## src/logic/ctc_pkg.sv

```systemverilog
// constants and types shared by the can timer capture control block
package ctc_pkg;
	localparam int          ADDR_W        = 8;      // axi4-lite address width
	localparam int          CNT_W         = 16;     // counter and capture width
	// register byte offsets
	localparam logic [7:0]  OFS_CONTROL   = 8'h00;  // timer_control
	localparam logic [7:0]  OFS_COUNTER   = 8'h04;  // free_running_counter
	localparam logic [7:0]  OFS_CMP_A     = 8'h08;  // compare_match_reg_a
	localparam logic [7:0]  OFS_OFFSET    = 8'h0c;  // local_offset_reg
	localparam logic [7:0]  OFS_SOF_CAP   = 8'h10;  // sof_capture_reg, read only
	localparam logic [7:0]  OFS_TS_CAP    = 8'h14;  // timestamp_capture_reg, read only
	localparam logic [7:0]  OFS_IRQ_STAT  = 8'h18;  // sticky events, write one to clear
	localparam logic [7:0]  OFS_IRQ_MASK  = 8'h1c;  // interrupt enables
	// timer_control fields
	localparam int          CTL_RUN       = 15;     // counter runs
	localparam int          CTL_SOF_EN    = 14;     // sof_capture_enable
	localparam int          CTL_RX_TS     = 13;     // rx_timestamp_select
	localparam int          CTL_TX_TS     = 12;     // tx_timestamp_select
	localparam int          CTL_CMP_CLR   = 11;     // compare_clear_enable
	localparam int          CTL_ID_CLR    = 10;     // id_match_clear_enable
	localparam int          CTL_ID_DIS    = 9;      // id_match_capture_disable
	localparam int          CTL_PSC_LSB   = 0;      // prescaler field
	localparam int          CTL_PSC_W     = 6;
	localparam logic [15:0] CTL_RSVD_MASK = 16'h01c0; // bits 8 to 6
	localparam logic [15:0] CTL_RESET     = 16'h0000;
	localparam logic [15:0] CNT_RESET     = 16'h0000;
	// interrupt status and mask bits
	localparam int          IRQ_W         = 3;
	localparam int          IRQ_CMP_A     = 0;      // compare_a_irq_flag
	localparam int          IRQ_RX_A      = 1;      // rx_irq_flag_a
	localparam int          IRQ_TS        = 2;      // timestamp captured
	localparam logic [2:0]  IRQ_RESET     = 3'h0;
	// axi responses
	localparam logic [1:0]  RESP_OKAY     = 2'h0;
	localparam logic [1:0]  RESP_SLVERR   = 2'h2;
	// write channel state, gray along idle -> addr -> both -> resp
	typedef enum logic [2:0] {
		WR_IDLE = 3'h0,
		WR_ADDR = 3'h1,
		WR_BOTH = 3'h3,
		WR_RESP = 3'h2,
		WR_DATA = 3'h4
	} ctc_wr_state_type;
endpackage

```

## src/logic/ctc_count_if.sv

```systemverilog
// interface between the timer control and its free-running counter
`timescale 1ns/10ps
interface ctc_count_if #(parameter int W = 16);
	logic         tick;        // one count step
	logic         reload;      // clear and set to reloadValue
	logic [W-1:0] reloadValue; // local offset value
	logic         load;        // software write of the counter
	logic [W-1:0] loadValue;   // value written by software
	logic [W-1:0] count;       // present counter value
	modport ctl (output tick, reload, reloadValue, load, loadValue, input count);
	modport cnt (input tick, reload, reloadValue, load, loadValue, output count);
endinterface

```

## src/logic/ctc_free_counter.sv

```systemverilog
// free-running counter with software load and single-cycle reload
`timescale 1ns/10ps
module ctc_free_counter #(
	parameter int W = 16
) (
	input  wire logic clk,
	input  wire logic rst_n,
	ctc_count_if.cnt  port
);
	logic [W-1:0] count_q; // counter state
	logic [W-1:0] count_d; // next value

	////////////////////////////////////////////////////////////////////////
	// software write wins, then reload, then a count tick
	always_comb begin
		count_d = count_q;
		if (port.load) begin
			count_d = port.loadValue;
		end else if (port.reload) begin
			// whole clear-and-set in one cycle, counting resumes next tick
			count_d = port.reloadValue;
		end else if (port.tick) begin
			count_d = count_q + W'(1);
		end
	end

	// register only
	always_ff @(posedge clk or negedge rst_n) begin
		if (!rst_n) begin
			count_q <= W'(ctc_pkg::CNT_RESET);
		end else begin
			count_q <= count_d;
		end
	end

	assign port.count = count_q;
endmodule // ctc_free_counter

```

## src/logic/ctc_timer_control.sv

```systemverilog
// timer control, capture and axi4-lite register file of the can timer
// Behaviour
// - capture enabled latches counter at each sof
// - identifier compare match clears capture enable
// - receive timestamp on sof or eof
// - transmit timestamp on pending or acknowledge
// - compare match clears counter, loads offset
// - compare match raises its interrupt flag
// - identifier match clears counter, loads offset
// - identifier match itself raises no interrupt
// - auto-disable keeps captured value, clears enable
// - control bits 8 to 6 read zero
//
// Our own choices: the register offsets and the AXI4-Lite slave port.
`timescale 1ns/10ps
module ctc_timer_control #(
	parameter int ADDR_W = ctc_pkg::ADDR_W
) (
	input  wire logic              clk,
	input  wire logic              rst_n,
	// axi4-lite slave
	input  wire logic [ADDR_W-1:0] s_axi_awaddr,
	input  wire logic              s_axi_awvalid,
	output logic                   s_axi_awready,
	input  wire logic [31:0]       s_axi_wdata,
	input  wire logic [3:0]        s_axi_wstrb,
	input  wire logic              s_axi_wvalid,
	output logic                   s_axi_wready,
	output logic [1:0]             s_axi_bresp,
	output logic                   s_axi_bvalid,
	input  wire logic              s_axi_bready,
	input  wire logic [ADDR_W-1:0] s_axi_araddr,
	input  wire logic              s_axi_arvalid,
	output logic                   s_axi_arready,
	output logic [31:0]            s_axi_rdata,
	output logic [1:0]             s_axi_rresp,
	output logic                   s_axi_rvalid,
	input  wire logic              s_axi_rready,
	// frame events from the protocol engine, one-cycle pulses
	input  wire logic              sofPulse,
	input  wire logic              eofPulse,
	input  wire logic              txPendingPulse,
	input  wire logic              txAckPulse,
	input  wire logic              rxStorePulse,
	input  wire logic              rxIdCompare,
	// interrupt request, level
	output logic                   irq
);
	localparam int CW = ctc_pkg::CNT_W;

	////////////////////////////////////////////////////////////////////////
	// helpers
	// true when the address hits a register word
	function automatic logic isMapped(input logic [ADDR_W-1:0] a);
		return (a[1:0] == 2'h0) && (a[ADDR_W-1:5] == '0);
	endfunction

	// byte lanes 0 and 1 as a 16-bit mask
	function automatic logic [15:0] laneMask(input logic [3:0] s);
		return {{8{s[1]}}, {8{s[0]}}};
	endfunction

	////////////////////////////////////////////////////////////////////////
	// declarations
	ctc_count_if #(.W(CW)) cnt ();

	ctc_pkg::ctc_wr_state_type wrState_q, wrState_d; // write channel state
	logic [ADDR_W-1:0] awAddr_q, awAddr_d;  // held write address
	logic [31:0]       wData_q, wData_d;    // held write data
	logic [3:0]        wStrb_q, wStrb_d;    // held byte strobes
	logic [1:0]        bResp_q, bResp_d;    // write response
	logic              rValid_q, rValid_d;  // read data pending
	logic [31:0]       rData_q, rData_d;    // read data
	logic [1:0]        rResp_q, rResp_d;    // read response
	logic [15:0]       ctl_q, ctl_d;        // timer_control
	logic [CW-1:0]     cmpA_q, cmpA_d;      // compare_match_reg_a
	logic [CW-1:0]     ofs_q, ofs_d;        // local_offset_reg
	logic [CW-1:0]     sofCap_q, sofCap_d;  // sof_capture_reg
	logic [CW-1:0]     tsCap_q, tsCap_d;    // timestamp_capture_reg
	logic [2:0]        irqStat_q, irqStat_d; // sticky events
	logic [2:0]        irqMask_q, irqMask_d; // enables
	logic [5:0]        psc_q, psc_d;        // prescaler count
	logic              wrEn;                // register write this cycle
	logic [15:0]       wMask;               // lanes of that write
	logic              idHit;               // store into compare-marked mailbox
	logic              cmpHit;              // compare match on a count tick
	logic              rxTs;                // receive timestamp event
	logic              txTs;                // transmit timestamp event
	logic [31:0]       rdWord;              // read mux

	ctc_free_counter #(.W(CW)) u_counter (
		.clk   (clk),
		.rst_n (rst_n),
		.port  (cnt.cnt)
	);

	////////////////////////////////////////////////////////////////////////
	// axi write channel: address and data taken in either order
	assign s_axi_awready = (wrState_q == ctc_pkg::WR_IDLE) || (wrState_q == ctc_pkg::WR_DATA);
	assign s_axi_wready  = (wrState_q == ctc_pkg::WR_IDLE) || (wrState_q == ctc_pkg::WR_ADDR);
	assign s_axi_bvalid  = (wrState_q == ctc_pkg::WR_RESP);
	assign s_axi_bresp   = bResp_q;
	assign wrEn          = (wrState_q == ctc_pkg::WR_BOTH) && isMapped(awAddr_q);
	assign wMask         = laneMask(wStrb_q);

	// next write state and holding registers
	always_comb begin
		wrState_d = wrState_q;
		awAddr_d  = awAddr_q;
		wData_d   = wData_q;
		wStrb_d   = wStrb_q;
		bResp_d   = bResp_q;
		if (s_axi_awvalid && s_axi_awready) begin
			awAddr_d = s_axi_awaddr;
		end
		if (s_axi_wvalid && s_axi_wready) begin
			wData_d = s_axi_wdata;
			wStrb_d = s_axi_wstrb;
		end
		case (wrState_q)
			ctc_pkg::WR_IDLE: begin
				if (s_axi_awvalid && s_axi_wvalid) begin
					wrState_d = ctc_pkg::WR_BOTH;
				end else if (s_axi_awvalid) begin
					wrState_d = ctc_pkg::WR_ADDR;
				end else if (s_axi_wvalid) begin
					wrState_d = ctc_pkg::WR_DATA;
				end
			end
			ctc_pkg::WR_ADDR: begin
				if (s_axi_wvalid) begin
					wrState_d = ctc_pkg::WR_BOTH;
				end
			end
			ctc_pkg::WR_DATA: begin
				if (s_axi_awvalid) begin
					wrState_d = ctc_pkg::WR_BOTH;
				end
			end
			ctc_pkg::WR_BOTH: begin
				// the write lands at this edge, response follows
				wrState_d = ctc_pkg::WR_RESP;
				bResp_d   = isMapped(awAddr_q) ? ctc_pkg::RESP_OKAY : ctc_pkg::RESP_SLVERR;
			end
			ctc_pkg::WR_RESP: begin
				if (s_axi_bready) begin
					wrState_d = ctc_pkg::WR_IDLE;
				end
			end
			default: wrState_d = ctc_pkg::WR_IDLE;
		endcase
	end

	////////////////////////////////////////////////////////////////////////
	// axi read channel: one read at a time, data one edge after address
	assign s_axi_arready = !rValid_q;
	assign s_axi_rvalid  = rValid_q;
	assign s_axi_rdata   = rData_q;
	assign s_axi_rresp   = rResp_q;

	// read mux, reserved bits come back as zero
	always_comb begin
		rdWord = 32'h0;
		case ({s_axi_araddr[4:2], 2'h0})
			5'(ctc_pkg::OFS_CONTROL):  rdWord[15:0] = ctl_q & ~ctc_pkg::CTL_RSVD_MASK;
			5'(ctc_pkg::OFS_COUNTER):  rdWord[15:0] = cnt.count;
			5'(ctc_pkg::OFS_CMP_A):    rdWord[15:0] = cmpA_q;
			5'(ctc_pkg::OFS_OFFSET):   rdWord[15:0] = ofs_q;
			5'(ctc_pkg::OFS_SOF_CAP):  rdWord[15:0] = sofCap_q;
			5'(ctc_pkg::OFS_TS_CAP):   rdWord[15:0] = tsCap_q;
			5'(ctc_pkg::OFS_IRQ_STAT): rdWord[2:0]  = irqStat_q;
			5'(ctc_pkg::OFS_IRQ_MASK): rdWord[2:0]  = irqMask_q;
			default:                   rdWord = 32'h0;
		endcase
	end

	// next read response
	always_comb begin
		rValid_d = rValid_q;
		rData_d  = rData_q;
		rResp_d  = rResp_q;
		if (s_axi_arvalid && !rValid_q) begin
			rValid_d = 1'b1;
			rData_d  = isMapped(s_axi_araddr) ? rdWord : 32'h0;
			rResp_d  = isMapped(s_axi_araddr) ? ctc_pkg::RESP_OKAY : ctc_pkg::RESP_SLVERR;
		end else if (rValid_q && s_axi_rready) begin
			rValid_d = 1'b0;
		end
	end

	////////////////////////////////////////////////////////////////////////
	// frame events and counter control
	assign idHit  = rxStorePulse && rxIdCompare;
	// receive and transmit each pick their trigger; either fills the same register
	assign rxTs   = ctl_q[ctc_pkg::CTL_RX_TS] ? eofPulse : sofPulse;
	assign txTs   = ctl_q[ctc_pkg::CTL_TX_TS] ? txAckPulse : txPendingPulse;
	// a zero compare value never matches, so a cleared register stays quiet
	assign cmpHit = cnt.tick && (cnt.count == cmpA_q) && (cmpA_q != '0);

	assign cnt.tick        = ctl_q[ctc_pkg::CTL_RUN] &&
	                         (psc_q == ctl_q[ctc_pkg::CTL_PSC_LSB +: ctc_pkg::CTL_PSC_W]);
	assign cnt.reloadValue = ofs_q;
	assign cnt.reload      = (cmpHit && ctl_q[ctc_pkg::CTL_CMP_CLR]) ||
	                         (idHit && ctl_q[ctc_pkg::CTL_ID_CLR]);
	assign cnt.load        = wrEn && (awAddr_q[4:0] == 5'(ctc_pkg::OFS_COUNTER));
	assign cnt.loadValue   = (cnt.count & ~wMask) | (wData_q[15:0] & wMask);

	////////////////////////////////////////////////////////////////////////
	// next register file values
	always_comb begin
		ctl_d     = ctl_q;
		cmpA_d    = cmpA_q;
		ofs_d     = ofs_q;
		sofCap_d  = sofCap_q;
		tsCap_d   = tsCap_q;
		irqStat_d = irqStat_q;
		irqMask_d = irqMask_q;
		// prescaler divides the clock by field plus one
		psc_d = (cnt.tick || !ctl_q[ctc_pkg::CTL_RUN]) ? 6'h0 : psc_q + 6'h1;
		if (wrEn) begin
			case (awAddr_q[4:0])
				5'(ctc_pkg::OFS_CONTROL): begin
					// reserved bits are never stored
					ctl_d = ((ctl_q & ~wMask) | (wData_q[15:0] & wMask)) &
					        ~ctc_pkg::CTL_RSVD_MASK;
				end
				5'(ctc_pkg::OFS_CMP_A):    cmpA_d = (cmpA_q & ~wMask) | (wData_q[15:0] & wMask);
				5'(ctc_pkg::OFS_OFFSET):   ofs_d = (ofs_q & ~wMask) | (wData_q[15:0] & wMask);
				5'(ctc_pkg::OFS_IRQ_STAT): begin
					if (wStrb_q[0]) begin
						irqStat_d = irqStat_q & ~wData_q[2:0];
					end
				end
				5'(ctc_pkg::OFS_IRQ_MASK): begin
					if (wStrb_q[0]) begin
						irqMask_d = wData_q[2:0];
					end
				end
				default: ; // capture registers and counter are not stored here
			endcase
		end
		// capture only while enabled; when disabled the old value is kept
		if (ctl_q[ctc_pkg::CTL_SOF_EN] && sofPulse) begin
			sofCap_d = cnt.count;
		end
		// storing into a compare-marked mailbox drops the enable, value kept;
		// the hardware clear beats a software write in the same cycle
		if (idHit && ctl_q[ctc_pkg::CTL_ID_DIS]) begin
			ctl_d[ctc_pkg::CTL_SOF_EN] = 1'b0;
		end
		if (rxTs || txTs) begin
			tsCap_d = cnt.count;
		end
		// events set after the clear so a coincident event survives
		if (cmpHit) begin
			irqStat_d[ctc_pkg::IRQ_CMP_A] = 1'b1;
		end
		// only the receive flag reports a stored message, never the id match
		if (rxStorePulse) begin
			irqStat_d[ctc_pkg::IRQ_RX_A] = 1'b1;
		end
		if (rxTs || txTs) begin
			irqStat_d[ctc_pkg::IRQ_TS] = 1'b1;
		end
	end

	assign irq = |(irqStat_q & irqMask_q);

	////////////////////////////////////////////////////////////////////////
	// register all state
	always_ff @(posedge clk or negedge rst_n) begin
		if (!rst_n) begin
			wrState_q <= ctc_pkg::WR_IDLE;
			awAddr_q  <= '0;
			wData_q   <= 32'h0;
			wStrb_q   <= 4'h0;
			bResp_q   <= ctc_pkg::RESP_OKAY;
			rValid_q  <= 1'b0;
			rData_q   <= 32'h0;
			rResp_q   <= ctc_pkg::RESP_OKAY;
			ctl_q     <= ctc_pkg::CTL_RESET;
			cmpA_q    <= ctc_pkg::CNT_RESET;
			ofs_q     <= ctc_pkg::CNT_RESET;
			sofCap_q  <= ctc_pkg::CNT_RESET;
			tsCap_q   <= ctc_pkg::CNT_RESET;
			irqStat_q <= ctc_pkg::IRQ_RESET;
			irqMask_q <= ctc_pkg::IRQ_RESET;
			psc_q     <= 6'h0;
		end else begin
			wrState_q <= wrState_d;
			awAddr_q  <= awAddr_d;
			wData_q   <= wData_d;
			wStrb_q   <= wStrb_d;
			bResp_q   <= bResp_d;
			rValid_q  <= rValid_d;
			rData_q   <= rData_d;
			rResp_q   <= rResp_d;
			ctl_q     <= ctl_d;
			cmpA_q    <= cmpA_d;
			ofs_q     <= ofs_d;
			sofCap_q  <= sofCap_d;
			tsCap_q   <= tsCap_d;
			irqStat_q <= irqStat_d;
			irqMask_q <= irqMask_d;
			psc_q     <= psc_d;
		end
	end
endmodule // ctc_timer_control

```

## config.mk

```make
export PLATFORM = sky130hd
export DESIGN_NAME = ctc_timer_control
export DESIGN_NICKNAME = d
export VERILOG_FILES = /design/src/logic/ctc_pkg.sv /design/src/logic/ctc_count_if.sv /design/src/logic/ctc_free_counter.sv /design/src/logic/ctc_timer_control.sv
export SDC_FILE = /design/constraint.sdc
export NUM_CORES = 1
export LEC_CHECK = 0
export BUFFER_PORTS_ARGS = -buffer_cell sky130_fd_sc_hd__clkbuf_2
export CAP_MARGIN = 15
export CORE_ASPECT_RATIO = 1.5
export CORE_MARGIN = 2
export CORE_UTILIZATION = 50
export DETAILED_ROUTE_END_ITERATION = 7
export PLACE_DENSITY = 0.71
export SLEW_MARGIN = 10
export SYNTH_ARGS = -nofsm -noshare
export SYNTH_HDL_FRONTEND = slang
export SYNTH_SLANG_ARGS = --single-unit
```

## constraint.sdc

```tcl
create_clock -name clk -period 3.2 [get_ports clk]
set_clock_uncertainty 0.1 [all_clocks]
set_input_delay 0.48 -clock clk [delete_from_list [all_inputs] [get_ports clk]]
set_output_delay 0.48 -clock clk [all_outputs]
set_load 0.01 [all_outputs]
```

Word level (Yosys, flattened, before mapping). Index checks and enable logic that the tools add are counted.

Output and inout bits: 42. Word-level logic and storage cells: 141. Flip-flop bits (word level): 171.

Equal/unequal tests: 22. Bitwise operators: 13. Reductions and logical operators: 55. Mux-type cells: 29. $add $sub $neg: 2.

Operator list (count): $and 16x16->16 (5); $pmux 13 s6 (1); $mux 16 (4); $or 16x16->16 (4); $mux 15 (2); $mux 3 (9); $pmux 3 s8 (1); $reduce_bool 2->1 (12); $logic_and 1x1->1 (17); $add 16x1->16 const B (1); $eq 16x16->1 (1); $not 16->16 (1); $reduce_bool 16->1 (1); $eq 3x3->1 const B (5); $pmux 3 s5 (1); $eq 3x2->1 const B (4); $logic_not 3->1 (4); $reduce_and 3->1 (4); $eq 5x4->1 const B (2); $eq 5x5->1 const B (2); $mux 1 (8); $reduce_and 2->1 (4); $add 6x1->6 const B (1); $and 3x3->3 (2); 16 further kinds (25).

Longest topological paths before layout.
Depth in word-level cells: 8. Mapped depth: 9. Mapped depth without buffers: 6.

Hierarchy. Synthesis repeated with hierarchy kept, for this count alone.

Cells, all modules: 660. Area, all modules: 7820.0 um^2.

Modules (own cells, without submodules): ctc_timer_control (seq. area each 3428.3 um^2, cells each 527, area each 6671.4 um^2, instances 1); ctc_free_counter (seq. area each 400.4 um^2, cells each 133, area each 1148.6 um^2, instances 1).

Worst setup path before layout. OpenSTA, ideal clock, no wires.

Kind: flip-flop to flip-flop. Start: register awAddr_q[1]. End: register with a tool-made name. Setup time: 0.125 ns. Data arrival time: 2.050 ns. Stages on the path, launching flop included: 6. Setup slack: 0.926 ns. Required time: 2.975 ns. Buffers on the path: 1. Cell sequence: dfrtp_1 > or3_1 > or4_1 > buf_6 > nor4_4 > mux2_2.

RTL lines: start: declaration (line ctc_timer_control.sv:68) `logic [ADDR_W-1:0] awAddr_q, awAddr_d;`; start signal: assignment (line ctc_timer_control.sv:291) `awAddr_q <= awAddr_d;`.

==> reports/qor.log <==
[detailed_routing] DRC marker count from the first detailed-route iteration 445
[detailed_routing] number of DRC violations after detailed routing 0
[cts] root buffer cell sky130_fd_sc_hd__clkbuf_16
[synth] Avg Inst Size Synth 11.3 um2
[worst_hold_path] Hold WC Path Type input port to flop
[place] sum of net half-perimeters after detailed placement 14,500 um
[pwr] worst IR drop on VDD 0.000442 V
[synth] count of yosys warnings during synthesis 0
[cts] count of instances resized after the clock tree is built 0
[global_routing] largest net degree at the start of global routing 66
[worst_setup_path] Worst EP arrival 2890 ps
[synth] async set-reset flop share out of synthesis 100%
[place] placed insts 946
[finish] area overhead of the layout relative to synthesis 14.0%
[sta] Final Max Slew Viols 0
[worst_setup_path] delay of the slowest cell on the worst path 660 ps
[cts] Worst-Skew Late Latency 420 ps
[sta] endpoints failing setup 0
[floorplan] cell row count 56
[pwr] Power Density 739 mW/mm2
[worst_setup_path] worst setup path startpoint awAddr_q[1]
[pwr] leakage power summed over all cells 0.00418 uW
[worst_setup_path] required arrival time at the worst endpoint 3410 ps
[finish] number of nets in the final layout 830
[sta] share of the cycle needed by the critical path after routing 83.9%
[worst_setup_path] Reg2Reg Launch Point awAddr_q[1]
[place] final weighted congestion of routability-driven global placement 0.858
[sta] Worst Tran Pin Value 859 ps
[floorplan] Die Span X 107 um
[finish] share of layout cells above drive strength 1 30.8%
[cts] CTS tree yes
[cts] CTS H-tree depth 4
[detailed_routing] via count of the routed design 5,947
[synth] Mapped Cells 704
[sta] count of endpoints failing hold in the final timing report 0
[floorplan] starting density of the core 51.0%
[global_routing] total gr overflow 0
[cts] clock slew at reported path FFs 60 ps
[finish] final standard cell count with taps included and fillers excluded 979
[synth] prevailing post-synth register cell sky130_fd_sc_hd__dfrtp_1
[floorplan] placeable core area 0.0156 mm2
[worst_setup_path] kind of critical path flop to flop
[detailed_routing] first-pass iteration count of the detailed router 5
[cts] buffer depth of the longest clock path 2
[worst_setup_path] cell with the largest stage delay on the worst path sky130_fd_sc_hd__nor4_4
[worst_setup_path] FF-to-FF setup slack 520 ps
[sta] setup repair after global routing missed its margin no
[floorplan] die boundary height 158 um
[worst_setup_path] crit-path cells or3_1 > or4_1 > nor4_4 > mux2_2
[synth] number of flip-flops and latches in the synthesized netlist 153
[sta] final sum of negative setup slack 0 ps
[run] Max Cap Viol 0
[cts] number of buffers created by CTS 17
[global_routing] number of global-route vias before repair 6,033
[sta] worst relative slew slack 42.6%
[sta] post-layout min period 2680 ps
[worst_setup_path] R2R cell count 4
[run_status] run status completed
[detailed_routing] detail-routed via count per cell 6.07
[worst_setup_path] kind of launch point of the worst setup path flop
[synth] portion of synthesized cell area occupied by the leading cell type 48.3%
[finish] Diodes inserted 0
[synth] Post-synth EDFFs 0
[detailed_routing] Antenna Violating Nets Remaining 0
[floorplan] Die Footprint 0.0169 mm2
[detailed_routing] detailed-route wire length 20,000 um
[global_routing] global-route usage over all layers 24.8%
[place] number of port buffers 70
[detailed_routing] post-detailed-route wirelength per cell 20.4 um
[global_routing] number of antenna violations at the first check in global routing 0
[synth] sequential area share after synthesis 48.3%
[cts] number of sinks handled by clock tree synthesis 153
[synth] Netlist Area Pre-Place 0.00793 mm2
[synth] top cell type by total area after synthesis sky130_fd_sc_hd__dfrtp_1
[synth] number of distinct standard cells referenced by the synthesized netlist 60
[worst_setup_path] CP Capture Type flop
[global_routing] global-route wire length before repair 32,100 um
[worst_setup_path] Crit Path Max Fanout 7
[sta] achievable frequency 373 MHz
[floorplan] I/O pin count 107
[synth] largest cells by area after synthesis sky130_fd_sc_hd__dfrtp_1 (48%), sky130_fd_sc_hd__mux2_2 (15%), sky130_fd_sc_hd__mux2i_1 (4.3%)
-- routing by layer --
metal / vias up / wire (um) / global-route usage [%]
met5: - / 0 / 0
met4: 0 / 691 / 11.8
met3: 41 / 1200 / 4.67
met2: 275 / 10200 / 41.9
met1: 2963 / 7920 / 30.7
li1: 2668 / - / -
-- Yosys cell counts (4+ instances only) --
library cell                 n
sky130_fd_sc_hd__nand4_1    13
sky130_fd_sc_hd__a22oi_1    10
sky130_fd_sc_hd__and2_1      4
sky130_fd_sc_hd__o221ai_1    6
sky130_fd_sc_hd__or3_1       8
sky130_fd_sc_hd__xnor2_1     9
sky130_fd_sc_hd__nand3_1    15
sky130_fd_sc_hd__o22ai_1    16
sky130_fd_sc_hd__a31oi_1     5
sky130_fd_sc_hd__nor3_1      5
sky130_fd_sc_hd__nand2b_1    5
sky130_fd_sc_hd__o21ai_0    16
sky130_fd_sc_hd__nand2_1    43
sky130_fd_sc_hd__and3_1      5
sky130_fd_sc_hd__mux2i_1    34
sky130_fd_sc_hd__a21oi_1    22
sky130_fd_sc_hd__inv_1      13
sky130_fd_sc_hd__mux2_2    109
sky130_fd_sc_hd__buf_4      18
sky130_fd_sc_hd__clkbuf_1   38
sky130_fd_sc_hd__nor4_1     12
sky130_fd_sc_hd__nor2_1     36
sky130_fd_sc_hd__a22o_1     13
sky130_fd_sc_hd__a211oi_1    5
sky130_fd_sc_hd__xor2_1     29
sky130_fd_sc_hd__dfrtp_1   153
sky130_fd_sc_hd__o211ai_1    5
-- through the flow --
| step | hold slack, ps | worst slack, ps | area, um2 | total power (uW) | utilization [%] |
|---|---|---|---|---|---|
| 2_1_floorplan | 84.4 | 926 | 8000 | 4030 | - |
| 3_3_place_gp | 354 | 582 | 8420 | 4500 | 54.1 |
| 3_5_place_dp | 363 | 530 | 8420 | 4600 | 54.1 |
| 4_1_cts | 131 | 514 | 9040 | 6680 | 58.1 |
| 5_1_grt | 155 | 421 | 9040 | 7020 | 58.1 |
| 6_report | 139 | 516 | 9040 | 6680 | 58.1 |
-- critical path, delay by kind of cell (launching register included) --
family | cells | cell delay, ps
multiplexers | 1 | 410
AND/OR/NAND/NOR | 3 | 1650
flip-flops | 1 | 400
-- where the power goes --
part / leakage (uW) / total, uW / switching, uW / internal (uW)
Clock: 0.000295 / 2080 / 797 / 1290
Combinational: 0.00196 / 1510 / 722 / 789
Sequential: 0.00192 / 3090 / 690 / 2400
Total: 0.00418 / 6680 / 2210 / 4470
-- what timing repair did --
action	in CTS	in global routing
setup buffers	0	0
hold endpoints to repair	53	0
hold buffers	1	0
-- final cells by class --
class	instances	area [um2]
Clock buffer	21	470
Clock inverter	11	145
Fill cell	1308	6510
Inverter	13	48.8
Multi-Input combinational cell	492	3800
Sequential cell	153	3830
Tap cell	203	254
Timing Repair Buffer	86	492
-- layout by cell type, fill, tap and decap left out, drive strengths merged, types with 6 or more instances in the layout --
| master | instances |
|---|---|
| dfrtp | 153 |
| mux2 | 109 |
| clkbuf | 90 |
| nand2 | 44 |
| nor2 | 36 |
| mux2i | 35 |
| xor2 | 29 |
| a21oi | 22 |
| conb | 18 |
| o21ai | 17 |
| nand3 | 17 |
| o22ai | 16 |
| buf | 16 |
| nor4 | 14 |
| inv | 13 |
| nand4 | 13 |
| a22o | 13 |
| a22oi | 10 |
| xnor2 | 9 |
| or3 | 8 |
| o221ai | 6 |
| nor3 | 6 |
-- worst min-delay path by stage --
stage	startpoint	endpoint	slack, ps	cells past startpoint
CTS	s_axi_rready	s_axi_rvalid	130	2
global placement	rst_n	wData_q[8]	350	1
global route	s_axi_rready	s_axi_rvalid	150	2
floorplan	rst_n	async pin	80	0
finish	s_axi_rready	s_axi_rvalid	140	2
detailed placement	rst_n	wData_q[8]	360	1
-- cells by family after synthesis --
logic type      share of synthesized area [%]
simple gates                             11.5
xor+xnor                                 4.20
flops                                    48.3
compound gates                           10.2
fa+ha+maj                               0.315
mux                                      20.9
other cells                            0.0473
buf+inv                                  4.59
(Power assumes the default switching activity.)
